### src/design/pocs_pkg.sv
// Package of constants for the power-on configuration sequencer
package pocs_pkg;
    // Clock period in picoseconds (200 MHz)
    localparam int unsigned CLK_PERIOD_PS  = 5000;
    // Bank-good settle time before user mode, in nanoseconds
    localparam int unsigned BANK_SETTLE_NS = 2000;
    // Settle time in clock cycles, rounded up
    localparam int unsigned BANK_SETTLE_CYC =
        (BANK_SETTLE_NS * 1000 + CLK_PERIOD_PS - 1) / CLK_PERIOD_PS;
    // Longest configuration time in nanoseconds
    localparam int unsigned CONFIG_TIME_NS = 450000;
    // Longest configuration time in cycles, rounded down
    localparam int unsigned CONFIG_TIME_CYC =
        (CONFIG_TIME_NS * 1000) / CLK_PERIOD_PS;
    // Default download length in cycles, within the configuration time
    localparam int unsigned DOWNLOAD_CYC_DEF = 40000;
    // Cycles for which all registers are held cleared after download
    localparam int unsigned CLEAR_CYC      = 16;
    // Width of the free-running time counter
    localparam int unsigned CNT_W          = 20;
    // Reset value of the time counter
    localparam logic [19:0] CNT_RST        = 20'h00000;

    // Sequencer states, Gray coded along off-download-wait-clear-user
    typedef enum logic [2:0]
    {
        POCS_OFF      = 3'b000,
        POCS_DOWNLOAD = 3'b001,
        POCS_BANKWAIT = 3'b011,
        POCS_CLEAR    = 3'b010,
        POCS_USER     = 3'b110,
        POCS_BROWNOUT = 3'b111
    } pocs_state_t;
endpackage

### src/design/pocs_sync.sv
// Two-flop synchroniser for supply indications
`timescale 1ns/1ps
module pocs_sync
#(
    parameter int unsigned WIDTH = 1
)
(
    input  wire logic             clk_in,
    input  wire logic             rst_n_in,
    input  wire logic [WIDTH-1:0] async_in,
    output logic      [WIDTH-1:0] sync_out
);
    // ------------------------------------------------------------
    // Synchroniser stages
    // ------------------------------------------------------------
    logic [WIDTH-1:0] meta_ff;   // First stage, read only by second

    // Both stages reset low so supplies count as bad at reset
    always_ff @(posedge clk_in or negedge rst_n_in)
    begin
        if (!rst_n_in)
        begin
            meta_ff  <= '0;
            sync_out <= '0;
        end
        else
        begin
            meta_ff  <= async_in;
            sync_out <= meta_ff;
        end
    end
endmodule

### src/design/pocs_top.sv
// Power-on configuration sequencer with brown-out restart
// Operation
// - Start download when core crosses start threshold
// - Download plus user entry within configuration time
// - Pins tri-stated, pulled up through download
// - User mode hands pins to user logic
// - Supplies together: user mode within configuration time
// - Gate user on banks; 2 us after last unless good at download end
// - Standard: core sag resets config, tri-states pins
// - Standard: restart download when core recovers
// - Low-power: no supply monitoring in user mode
// - Low-power: restart download only after reset
// - Clear registers, release in the same cycle as pin release
// - Optional clear pin holds register clear
// - Optional output-enable pin holds pin tri-state
// - Any supply low forces output buffers off, except in low-power user mode
`timescale 1ns/1ps
module pocs_top
#(
    parameter int unsigned NUM_BANKS    = 4,
    parameter bit          LOW_POWER    = 1'b0,
    parameter int unsigned DOWNLOAD_CYC = pocs_pkg::DOWNLOAD_CYC_DEF
)
(
    input  wire logic                 SYS_CLK_IN,
    input  wire logic                 RST_N_IN,
    input  wire logic                 CORE_START_IN,
    input  wire logic                 CORE_SAG_IN,
    input  wire logic [NUM_BANKS-1:0] BANK_GOOD_IN,
    input  wire logic                 CLR_PIN_EN_IN,
    input  wire logic                 GLOBAL_REGISTER_CLEAR_N_IN,
    input  wire logic                 OE_PIN_EN_IN,
    input  wire logic                 GLOBAL_OUTPUT_ENABLE_IN,
    output logic                      DOWNLOAD_ACTIVE_OUT,
    output logic                      CONFIG_RESET_OUT,
    output logic                      REG_CLEAR_OUT,
    output logic                      PIN_TRISTATE_OUT,
    output logic                      PIN_PULLUP_OUT,
    output logic                      SUPPLY_LOW_OUTPUT_CUTOFF_OUT,
    output logic                      USER_MODE_OUT
);
    // ------------------------------------------------------------
    // Elaboration checks
    // ------------------------------------------------------------
    // Download must leave room for settle and clear in the budget
    if (NUM_BANKS < 1 || DOWNLOAD_CYC < 1 ||
        DOWNLOAD_CYC + pocs_pkg::CLEAR_CYC + pocs_pkg::BANK_SETTLE_CYC
        > pocs_pkg::CONFIG_TIME_CYC ||
        DOWNLOAD_CYC >= (1 << pocs_pkg::CNT_W))
    begin : g_bad_param
        $error("pocs_top: parameters out of range");
    end

    // ------------------------------------------------------------
    // Declarations
    // ------------------------------------------------------------
    localparam int unsigned SW = NUM_BANKS + 2; // Synchronised width
    localparam logic [19:0] DL_END  = 20'(DOWNLOAD_CYC - 1);
    localparam logic [19:0] BS_END  = 20'(pocs_pkg::BANK_SETTLE_CYC - 1);
    localparam logic [19:0] CLR_END = 20'(pocs_pkg::CLEAR_CYC - 1);

    logic [SW-1:0]         sync_vec;      // Synchronised supply flags
    logic                  core_start;    // Core above start threshold
    logic                  core_sag;      // Core at or below sag level
    logic                  banks_good;    // Every bank powered
    pocs_pkg::pocs_state_t state_ff;      // Current state
    pocs_pkg::pocs_state_t nxt_state;     // Next state
    logic [19:0]           cnt_ff;        // Free-running time counter
    logic                  cnt_clr;       // Restart the counter
    logic                  banks_seen_ff; // Banks already good stable
    logic                  sag_event;     // Brown-out in user mode

    // ------------------------------------------------------------
    // Input synchronisers
    // ------------------------------------------------------------
    pocs_sync #(.WIDTH(SW)) u_sync
    (
        .clk_in   (SYS_CLK_IN),
        .rst_n_in (RST_N_IN),
        .async_in ({BANK_GOOD_IN, CORE_SAG_IN, CORE_START_IN}),
        .sync_out (sync_vec)
    );

    assign core_start = sync_vec[0];
    assign core_sag   = sync_vec[1];
    assign banks_good = &sync_vec[SW-1:2];

    // Monitoring stops in user mode for the low-power variant
    assign sag_event = !LOW_POWER && core_sag;

    // ------------------------------------------------------------
    // Time counter
    // ------------------------------------------------------------
    // Free-running, restarted on entry to download, wait, clear and user, and on bank drop
    always_ff @(posedge SYS_CLK_IN or negedge RST_N_IN)
    begin
        if (!RST_N_IN)
            cnt_ff <= pocs_pkg::CNT_RST;
        else if (cnt_clr)
            cnt_ff <= pocs_pkg::CNT_RST;
        else
            cnt_ff <= cnt_ff + 20'h00001;
    end

    // ------------------------------------------------------------
    // Bank tracking
    // ------------------------------------------------------------
    // Banks good at the end of the download skip the 2 us settle
    always_ff @(posedge SYS_CLK_IN or negedge RST_N_IN)
    begin
        if (!RST_N_IN)
            banks_seen_ff <= 1'b0;
        else if (state_ff == pocs_pkg::POCS_DOWNLOAD)
            banks_seen_ff <= banks_good;
        else if (state_ff != pocs_pkg::POCS_BANKWAIT)
            banks_seen_ff <= 1'b0;
    end

    // ------------------------------------------------------------
    // Sequencer next state
    // ------------------------------------------------------------
    always_comb
    begin
        nxt_state = state_ff;
        cnt_clr   = 1'b0;
        case (state_ff)
            pocs_pkg::POCS_OFF:
            begin
                // Wait for core start threshold
                if (core_start)
                begin
                    nxt_state = pocs_pkg::POCS_DOWNLOAD;
                    cnt_clr   = 1'b1;
                end
            end
            pocs_pkg::POCS_DOWNLOAD:
            begin
                // Core dropping out aborts and restarts later
                if (!core_start)
                    nxt_state = pocs_pkg::POCS_OFF;
                else if (cnt_ff == DL_END)
                begin
                    nxt_state = pocs_pkg::POCS_BANKWAIT;
                    cnt_clr   = 1'b1;
                end
            end
            pocs_pkg::POCS_BANKWAIT:
            begin
                // A bank drop restarts the settle window
                if (!core_start)
                    nxt_state = pocs_pkg::POCS_OFF;
                else if (!banks_good)
                    cnt_clr = 1'b1;
                else if (banks_seen_ff || cnt_ff == BS_END)
                begin
                    nxt_state = pocs_pkg::POCS_CLEAR;
                    cnt_clr   = 1'b1;
                end
            end
            pocs_pkg::POCS_CLEAR:
            begin
                // Fixed clear window before user release
                if (!core_start)
                    nxt_state = pocs_pkg::POCS_OFF;
                else if (cnt_ff == CLR_END)
                begin
                    nxt_state = pocs_pkg::POCS_USER;
                    cnt_clr   = 1'b1;
                end
            end
            pocs_pkg::POCS_USER:
            begin
                // Only the standard variant watches for sag
                if (sag_event)
                    nxt_state = pocs_pkg::POCS_BROWNOUT;
            end
            pocs_pkg::POCS_BROWNOUT:
            begin
                // Wait for core to recover to start level
                if (core_start && !core_sag)
                begin
                    nxt_state = pocs_pkg::POCS_DOWNLOAD;
                    cnt_clr   = 1'b1;
                end
            end
            default:
                nxt_state = pocs_pkg::POCS_OFF;
        endcase
    end

    // ------------------------------------------------------------
    // State register
    // ------------------------------------------------------------
    always_ff @(posedge SYS_CLK_IN or negedge RST_N_IN)
    begin
        if (!RST_N_IN)
            state_ff <= pocs_pkg::POCS_OFF;
        else
            state_ff <= nxt_state;
    end

    // ------------------------------------------------------------
    // Outputs, registered from the next state except the supply-low cutoff
    // ------------------------------------------------------------
    // Outputs follow the state being entered so they line up with it
    always_ff @(posedge SYS_CLK_IN or negedge RST_N_IN)
    begin
        if (!RST_N_IN)
        begin
            DOWNLOAD_ACTIVE_OUT <= 1'b0;
            CONFIG_RESET_OUT    <= 1'b1;
            USER_MODE_OUT       <= 1'b0;
            PIN_PULLUP_OUT      <= 1'b1;
        end
        else
        begin
            DOWNLOAD_ACTIVE_OUT <= nxt_state == pocs_pkg::POCS_DOWNLOAD;
            // Config held reset when off or after brown-out
            CONFIG_RESET_OUT    <= nxt_state == pocs_pkg::POCS_OFF ||
                                   nxt_state == pocs_pkg::POCS_BROWNOUT;
            USER_MODE_OUT       <= nxt_state == pocs_pkg::POCS_USER;
            // Pull-ups on until user mode
            PIN_PULLUP_OUT      <= nxt_state != pocs_pkg::POCS_USER;
        end
    end

    // Register clear: held outside user mode, or by the clear pin
    always_ff @(posedge SYS_CLK_IN or negedge RST_N_IN)
    begin
        if (!RST_N_IN)
            REG_CLEAR_OUT <= 1'b1;
        else
            REG_CLEAR_OUT <= nxt_state != pocs_pkg::POCS_USER ||
                (CLR_PIN_EN_IN && !GLOBAL_REGISTER_CLEAR_N_IN);
    end

    // Tri-state: released with clear in user mode, or held by OE pin
    always_ff @(posedge SYS_CLK_IN or negedge RST_N_IN)
    begin
        if (!RST_N_IN)
            PIN_TRISTATE_OUT <= 1'b1;
        else
            PIN_TRISTATE_OUT <= nxt_state != pocs_pkg::POCS_USER ||
                (OE_PIN_EN_IN && !GLOBAL_OUTPUT_ENABLE_IN);
    end

    // Supply-low cutoff; low-power user mode stops the monitoring
    always_ff @(posedge SYS_CLK_IN or negedge RST_N_IN)
    begin
        if (!RST_N_IN)
            SUPPLY_LOW_OUTPUT_CUTOFF_OUT <= 1'b1;
        else if (LOW_POWER && state_ff == pocs_pkg::POCS_USER)
            SUPPLY_LOW_OUTPUT_CUTOFF_OUT <= 1'b0;
        else
            SUPPLY_LOW_OUTPUT_CUTOFF_OUT <= !core_start || !banks_good;
    end
endmodule

### config.mk
export PLATFORM = sky130hd
export DESIGN_NAME = pocs_top
export DESIGN_NICKNAME = d
export VERILOG_FILES = /design/src/design/pocs_pkg.sv /design/src/design/pocs_sync.sv /design/src/design/pocs_top.sv
export SDC_FILE = /design/constraint.sdc
export NUM_CORES = 1
export LEC_CHECK = 0
export BUFFER_PORTS_ARGS = -buffer_cell sky130_fd_sc_hd__buf_2
export CELL_PAD_IN_SITES_DETAIL_PLACEMENT = 0
export CELL_PAD_IN_SITES_GLOBAL_PLACEMENT = 1
export CORE_MARGIN = 2
export CORE_UTILIZATION = 45
export DETAILED_ROUTE_END_ITERATION = 10
export GPL_ROUTABILITY_DRIVEN = 0
export PLACE_DENSITY_LB_ADDON = 0.1
export REMOVE_ABC_BUFFERS = 1
export SYNTH_ARGS = -nofsm -noshare
export SYNTH_HDL_FRONTEND = slang
export SYNTH_SLANG_ARGS = --single-unit
### constraint.sdc
create_clock -name SYS_CLK_IN -period 2.1 [get_ports SYS_CLK_IN]
set_input_delay 0.42 -clock SYS_CLK_IN [delete_from_list [all_inputs] [get_ports SYS_CLK_IN]]
set_output_delay 0.42 -clock SYS_CLK_IN [all_outputs]
set_load 0.02 [all_outputs]
# Word-level counts from Yosys, hierarchy flattened
# Index checks and enable logic that the tools add are counted.
op_classes:
  magnitude_cmp: 0
  bitwise: 0
  eq_ne: 13
  reduce_logical: 17
  shift: 0
  add_sub_neg: 1
  n_mul: 0
  mux: 24
  n_div: 0
op_table:
  columns: ["cell", "count"]
  rows:
  - ["two-way mux 3 bit", 10]
  - ["adder 20 x 1 -> 20 bit, second input constant", 1]
  - ["equality test 20 x 16 -> 1 bit, second input constant", 1]
  - ["equality test 20 x 4 -> 1 bit, second input constant", 1]
  - ["equality test 20 x 9 -> 1 bit, second input constant", 1]
  - ["two-way mux 20 bit", 1]
  - ["one-hot mux 3 bit (6 select lines)", 1]
  - ["equality test 3 bit, second input constant", 4]
  - ["two-way mux 1 bit", 11]
  - ["equality test 3 x 1 -> 1 bit, second input constant", 2]
  - ["equality test 3 x 2 -> 1 bit, second input constant", 2]
  - ["logical NOT 3 bit", 2]
  - ["logical NOT 1 bit", 5]
  - ["logical OR 1 bit", 5]
  - ["one-hot mux 1 bit (5 select lines)", 1]
  - ["AND reduction 4 bit", 1]
  - ["logical AND 1 bit", 3]
  - ["!= test 3 x 2 -> 1 bit, second input constant", 1]
  - ["!= test 3 bit, second input constant", 1]
  - ["nonzero test 2 bit", 1]
totals:
  memories: 0
  rom_bits: 0
  out_inout_bits: 7
  register_bits: 43
  latch_bits: 0
  ramBits: 0

# Longest topological paths before layout
depth:
  ltp_word: 8
  depth_mapped: 7

# Modules after synthesis
# A second synthesis with hierarchy kept.
unflattened:
  cells_unflattened: 176
  area_unflattened_um2: 1899.3
modules_own_cells:
  columns: ["module", "n_inst", "area_per_inst_um2", "cells_per_inst", "seq_area_each_um2"]
  rows:
  - ["pocs_top", 1, 1599.0, 164, 782.0]
  - ["pocs_sync", 1, 300.3, 12, 300.3]

# Least setup slack after synthesis
# Ideal clock, no wire load.
synth_timing:
  path_type: "reg-to-reg"
  start: "register cnt_ff[0]"
  end: "register cnt_ff[10]"
  stages_incl_launch_ff: 8
  path_slack_ns: 0.253
  t_arrival_ns: 1.776
  setup_time_ns: 0.071
  path_cell_list: "dfrtp_1 > ha_1 > and3_4 > and3_4 > a211o_1 > a221o_1 > buf_4 > nor2_1"
synth_via:
  elab_chain_cells: 7
  elab_cells_between_ends: 14
  cone_classes: "1 x add/sub; 3 x eq/ne; 9 x mux; 1 x reduce/logical"
synth_lines:
  columns: ["element", "line_no", "source"]
  rows:
  - ["start, declared", "pocs_top.sv:68", "logic [19:0] cnt_ff;"]
  - ["start signal, assigned", "pocs_top.sv:98", "cnt_ff <= pocs_pkg::CNT_RST;"]
  - ["start signal, assigned", "pocs_top.sv:100", "cnt_ff <= pocs_pkg::CNT_RST;"]
  - ["start signal, assigned", "pocs_top.sv:102", "cnt_ff <= cnt_ff + 20'h00001;"]
  - ["equality test 20 x 9 -> 1 bit", "pocs_top.sv:154", "else if (banks_seen_ff || cnt_ff == BS_END)"]
  - ["logical OR 1 bit", "pocs_top.sv:154", null]
  - ["two-way mux 1 bit", "pocs_top.sv:154", null]
  - ["two-way mux 1 bit", "pocs_top.sv:152", "else if (!banks_good)"]
  - ["two-way mux 1 bit", "pocs_top.sv:150", "if (!core_start)"]
  - ["one-hot mux 1 bit (5 select lines)", "pocs_top.sv:126", "case (state_ff)"]
  - ["two-way mux 20 bit *", "pocs_top.sv:99", "else if (cnt_clr)"]
# Mark *: on every way between the ends. The rest lies on a longest branch, timed or not.
# A chain may end at the register's enable or synchronous reset.

# Worst setup path in the final report
layout_timing:
  start: "register cnt_ff[4]"
  end: "register cnt_ff[11]"
# Same word-level chain as after synthesis.

==> run metrics <==
Residual DRC=0; Tightest Hold Check Type=primary input to asynchronous set/reset pin; hold_buf cts=0; starting density of the core=47.1%; worst setup path category=flip-flop to flip-flop; Max-cap violations=0; ys flop type=dfrtp_1; VDD IR max=0.000489 V; routed length per instance=13.8 um; share of the synthesized area in the top cell type=50.1%; synth top area cells=dfrtp_1, dfstp_2, xnor2_1; Post-synth ARST share=100%; Reg2Reg Depth=6; share of cells above drive strength 1=25.6%; post-synthesis sequential area ratio=57.0%; count of pins over their slew limit=0; Worst path slowest cell=or4_4; pwr dens=762 nW/um^2; via count=1341; Setup-failing EPs final=0; die height=69.0 um; TNS Setup=0 ns; crit share post-route=93.9%; clk_lat worst skew=0.29 ns; Crit path buffers/inverters=1; Sink Count=43; GRT Resource Usage Total=17.9%; status=completed; Initial DRC Count=96; CTS tree=yes; Clock Skew=0.00828 ns; filler cell count=347; H-tree Lvls=2; syn_area_per_cell=10.8 um^2; HPWL Detailed=2520 um; Int Power=1.28 mW; Slew headroom=65.4%; Diodes inserted=0; Cell Chain, Critical Path=or4_4 -> nor3_4 -> a211o_1 -> a221o_1 -> buf_12 -> nor2_1; Area Overhead vs Synth=16.0%; IO Count=19; Pleak=0.983 nW; Flop pwr share=54.1%; count leader, synth=dfrtp_1; most instantiated cells after synthesis=dfrtp_1, nor2_1, xnor2_1; Top delay family on crit path=simple AND/OR/NAND/NOR gates; core area=4030 um^2; worst path arrival time=2.16 ns; cell depth of the worst setup path=6; first-pass GRT wire length=6150 um; final wirelength=3480 um; Tmin final=1.97 ns; total grt overflow=0; drt first pass iters=4; pin count of the biggest net entering global routing=44; number of distinct library cells after synthesis=43; Final ANT Viol Nets=0; CTS clk-pin slew, worst paths=0.09 ns; RSZ-0062 raised after global routing=no; CTS Buf Count=5; number of setup buffers added after CTS=0; Synth Warn #=0; CP endpoint kind=flip-flop; CTS Root Cell=clkbuf_8; Synth Instances=176; antenna violations before repair=0; number of synthesized flops with an enable pin=0; slowest stage delay, CP=0.60 ns; Die W=69.0 um; row cnt=23; DIE AREA=4760 um^2; critical path launch point type=flip-flop; total power=1.68 mW; area leader, netlist=dfrtp_1; Worst Path Required=2.28 ns; Final Hold Vio Count=0; Tightest Pin Transition=0.519 ns; post-place instance area=2080 um^2; clk buf depth=2; Final nets=215; area of the mapped netlist=1900 um^2; IO buf count=18; Max Freq=507 MHz; Sw Share=23.5%; Yosys reg bits=43; Clock Power Share=38.8%; switching power=395 uW; post-DR vias/cell=5.30; Crit Path Max Fanout=20; Comb power frac=7.1%; Finished Cell Area=2200 um^2; vias in the first global route=1340
-- sequential cells by signal (all words and copies together), names as in the netlist --
name and count:
u_sync.meta_ff 6, PIN_TRISTATE_OUT 1, PIN_PULLUP_OUT 1, REG_CLEAR_OUT 1, u_sync.sync_out 6, USER_MODE_OUT 1, banks_seen_ff 1, DOWNLOAD_ACTIVE_OUT 1
state_ff 3, SUPPLY_LOW_OUTPUT_CUTOFF_OUT 1, cnt_ff 20, CONFIG_RESET_OUT 1
-- timing repair --
item,CTS,global route
hold endpoints to repair,0,0
endpoints found under the setup margin,0,3
gates resized for setup,0,2
-- power groups by stage --
stage	registers [mW]	logic (mW)	clock network (mW)
2_1_floorplan	0.919	0.0662	0
3_3_place_gp	0.921	0.116	0
3_5_place_dp	0.923	0.120	0
4_1_cts	0.907	0.120	0.677
5_1_grt	0.917	0.141	0.717
6_report	0.908	0.120	0.651
-- through the flow --
stage | hold WS, ns | utilization, % | setup WS, ns | std cells
3_5_place_dp | 0.337 | 51.6 | 0.126 | 245
4_1_cts | 0.190 | 54.5 | 0.107 | 253
5_1_grt | 0.203 | 54.7 | 0.0254 | 253
3_3_place_gp | 0.335 | 51.6 | 0.161 | 245
2_1_floorplan | 0.124 | - | 0.118 | 170
6_report | 0.183 | 54.7 | 0.128 | 253
-- worst register-to-register path: stages (launching register included) --
cell and delay (ns):
dfrtp_1 0.44, or4_4 0.60, nor3_4 0.25, a211o_1 0.17, a221o_1 0.19, buf_12 0.16
nor2_1 0.06
-- path summary, 6_finish.rpt --
path / from / slack (ns) / end
max in group asynchronous: RST_N_IN / 1.54 / PIN_TRISTATE_OUT$_DFF_PN1_
worst min register to register: u_sync.meta_ff[0]$_DFF_PN0_ / 0.35 / u_sync.sync_out[0]$_DFF_PN0_
min in group SYS_CLK_IN: BANK_GOOD_IN[2] / 0.23 / u_sync.meta_ff[4]$_DFF_PN0_
worst min-delay path: RST_N_IN / 0.18 / DOWNLOAD_ACTIVE_OUT$_DFF_PN0_
worst max-delay path: cnt_ff[4]$_DFF_PN0_ / 0.13 / cnt_ff[11]$_DFF_PN0_
worst max register to register: cnt_ff[4]$_DFF_PN0_ / 0.13 / cnt_ff[11]$_DFF_PN0_
-- layout make-up --
class	count	area [um^2]	share of cell area (%)
Clock buffer	5	68.8	3.12
Sequential cell	43	1080	49.1
Clock inverter	3	47.5	2.16
Tap cell	50	62.6	2.84
Multi-Input combinational cell	116	746	33.8
Inverter	11	41.3	1.87
Timing Repair Buffer	25	155	7.04
-- layer usage --
layer  track usage, %  vias to the layer above  wire [um]  share of wire (%)
met5                0                        -          0                  0
met4             6.37                        0         18               0.52
met3             4.87                        2        179                5.1
met2             27.3                       38       1680                 48
met1             24.7                      660       1600                 46
li1                 -                      641          -                  -
-- layout by cell type (no fill, tap or decap), types with 2 or more instances in the layout --
master    synthesis  final
nor4_1            3      3
nor3_2            3      2
or4_4             2      2
nor3b_1           2      2
xnor2_1          13     13
xor2_1            5      5
dfstp_2           5      5
and3_4            2      2
buf_4             2      6
clkbuf_8          0      5
nor3_1            7      7
inv_1            11     11
nand2_1          10     10
buf_2             1     18
nor2_1           30     30
a31oi_1           2      2
nand3_1           7      7
dfrtp_1          38     38
o21ai_2           2      2
nand4_1           6      6
-- logic make-up after synthesis --
| logic type | synth area share [%] |
|---|---|
| AND/OR/NAND/NOR | 23.1 |
| flip-flops | 57.0 |
| XOR/XNOR | 8.30 |
| buffers and inverters | 4.22 |
| AO/OA/AOI/OAI | 6.19 |
| multiplexers | 0.527 |
| adder cells (fa/ha/maj) | 0.659 |
(Power assumes the default switching activity.)
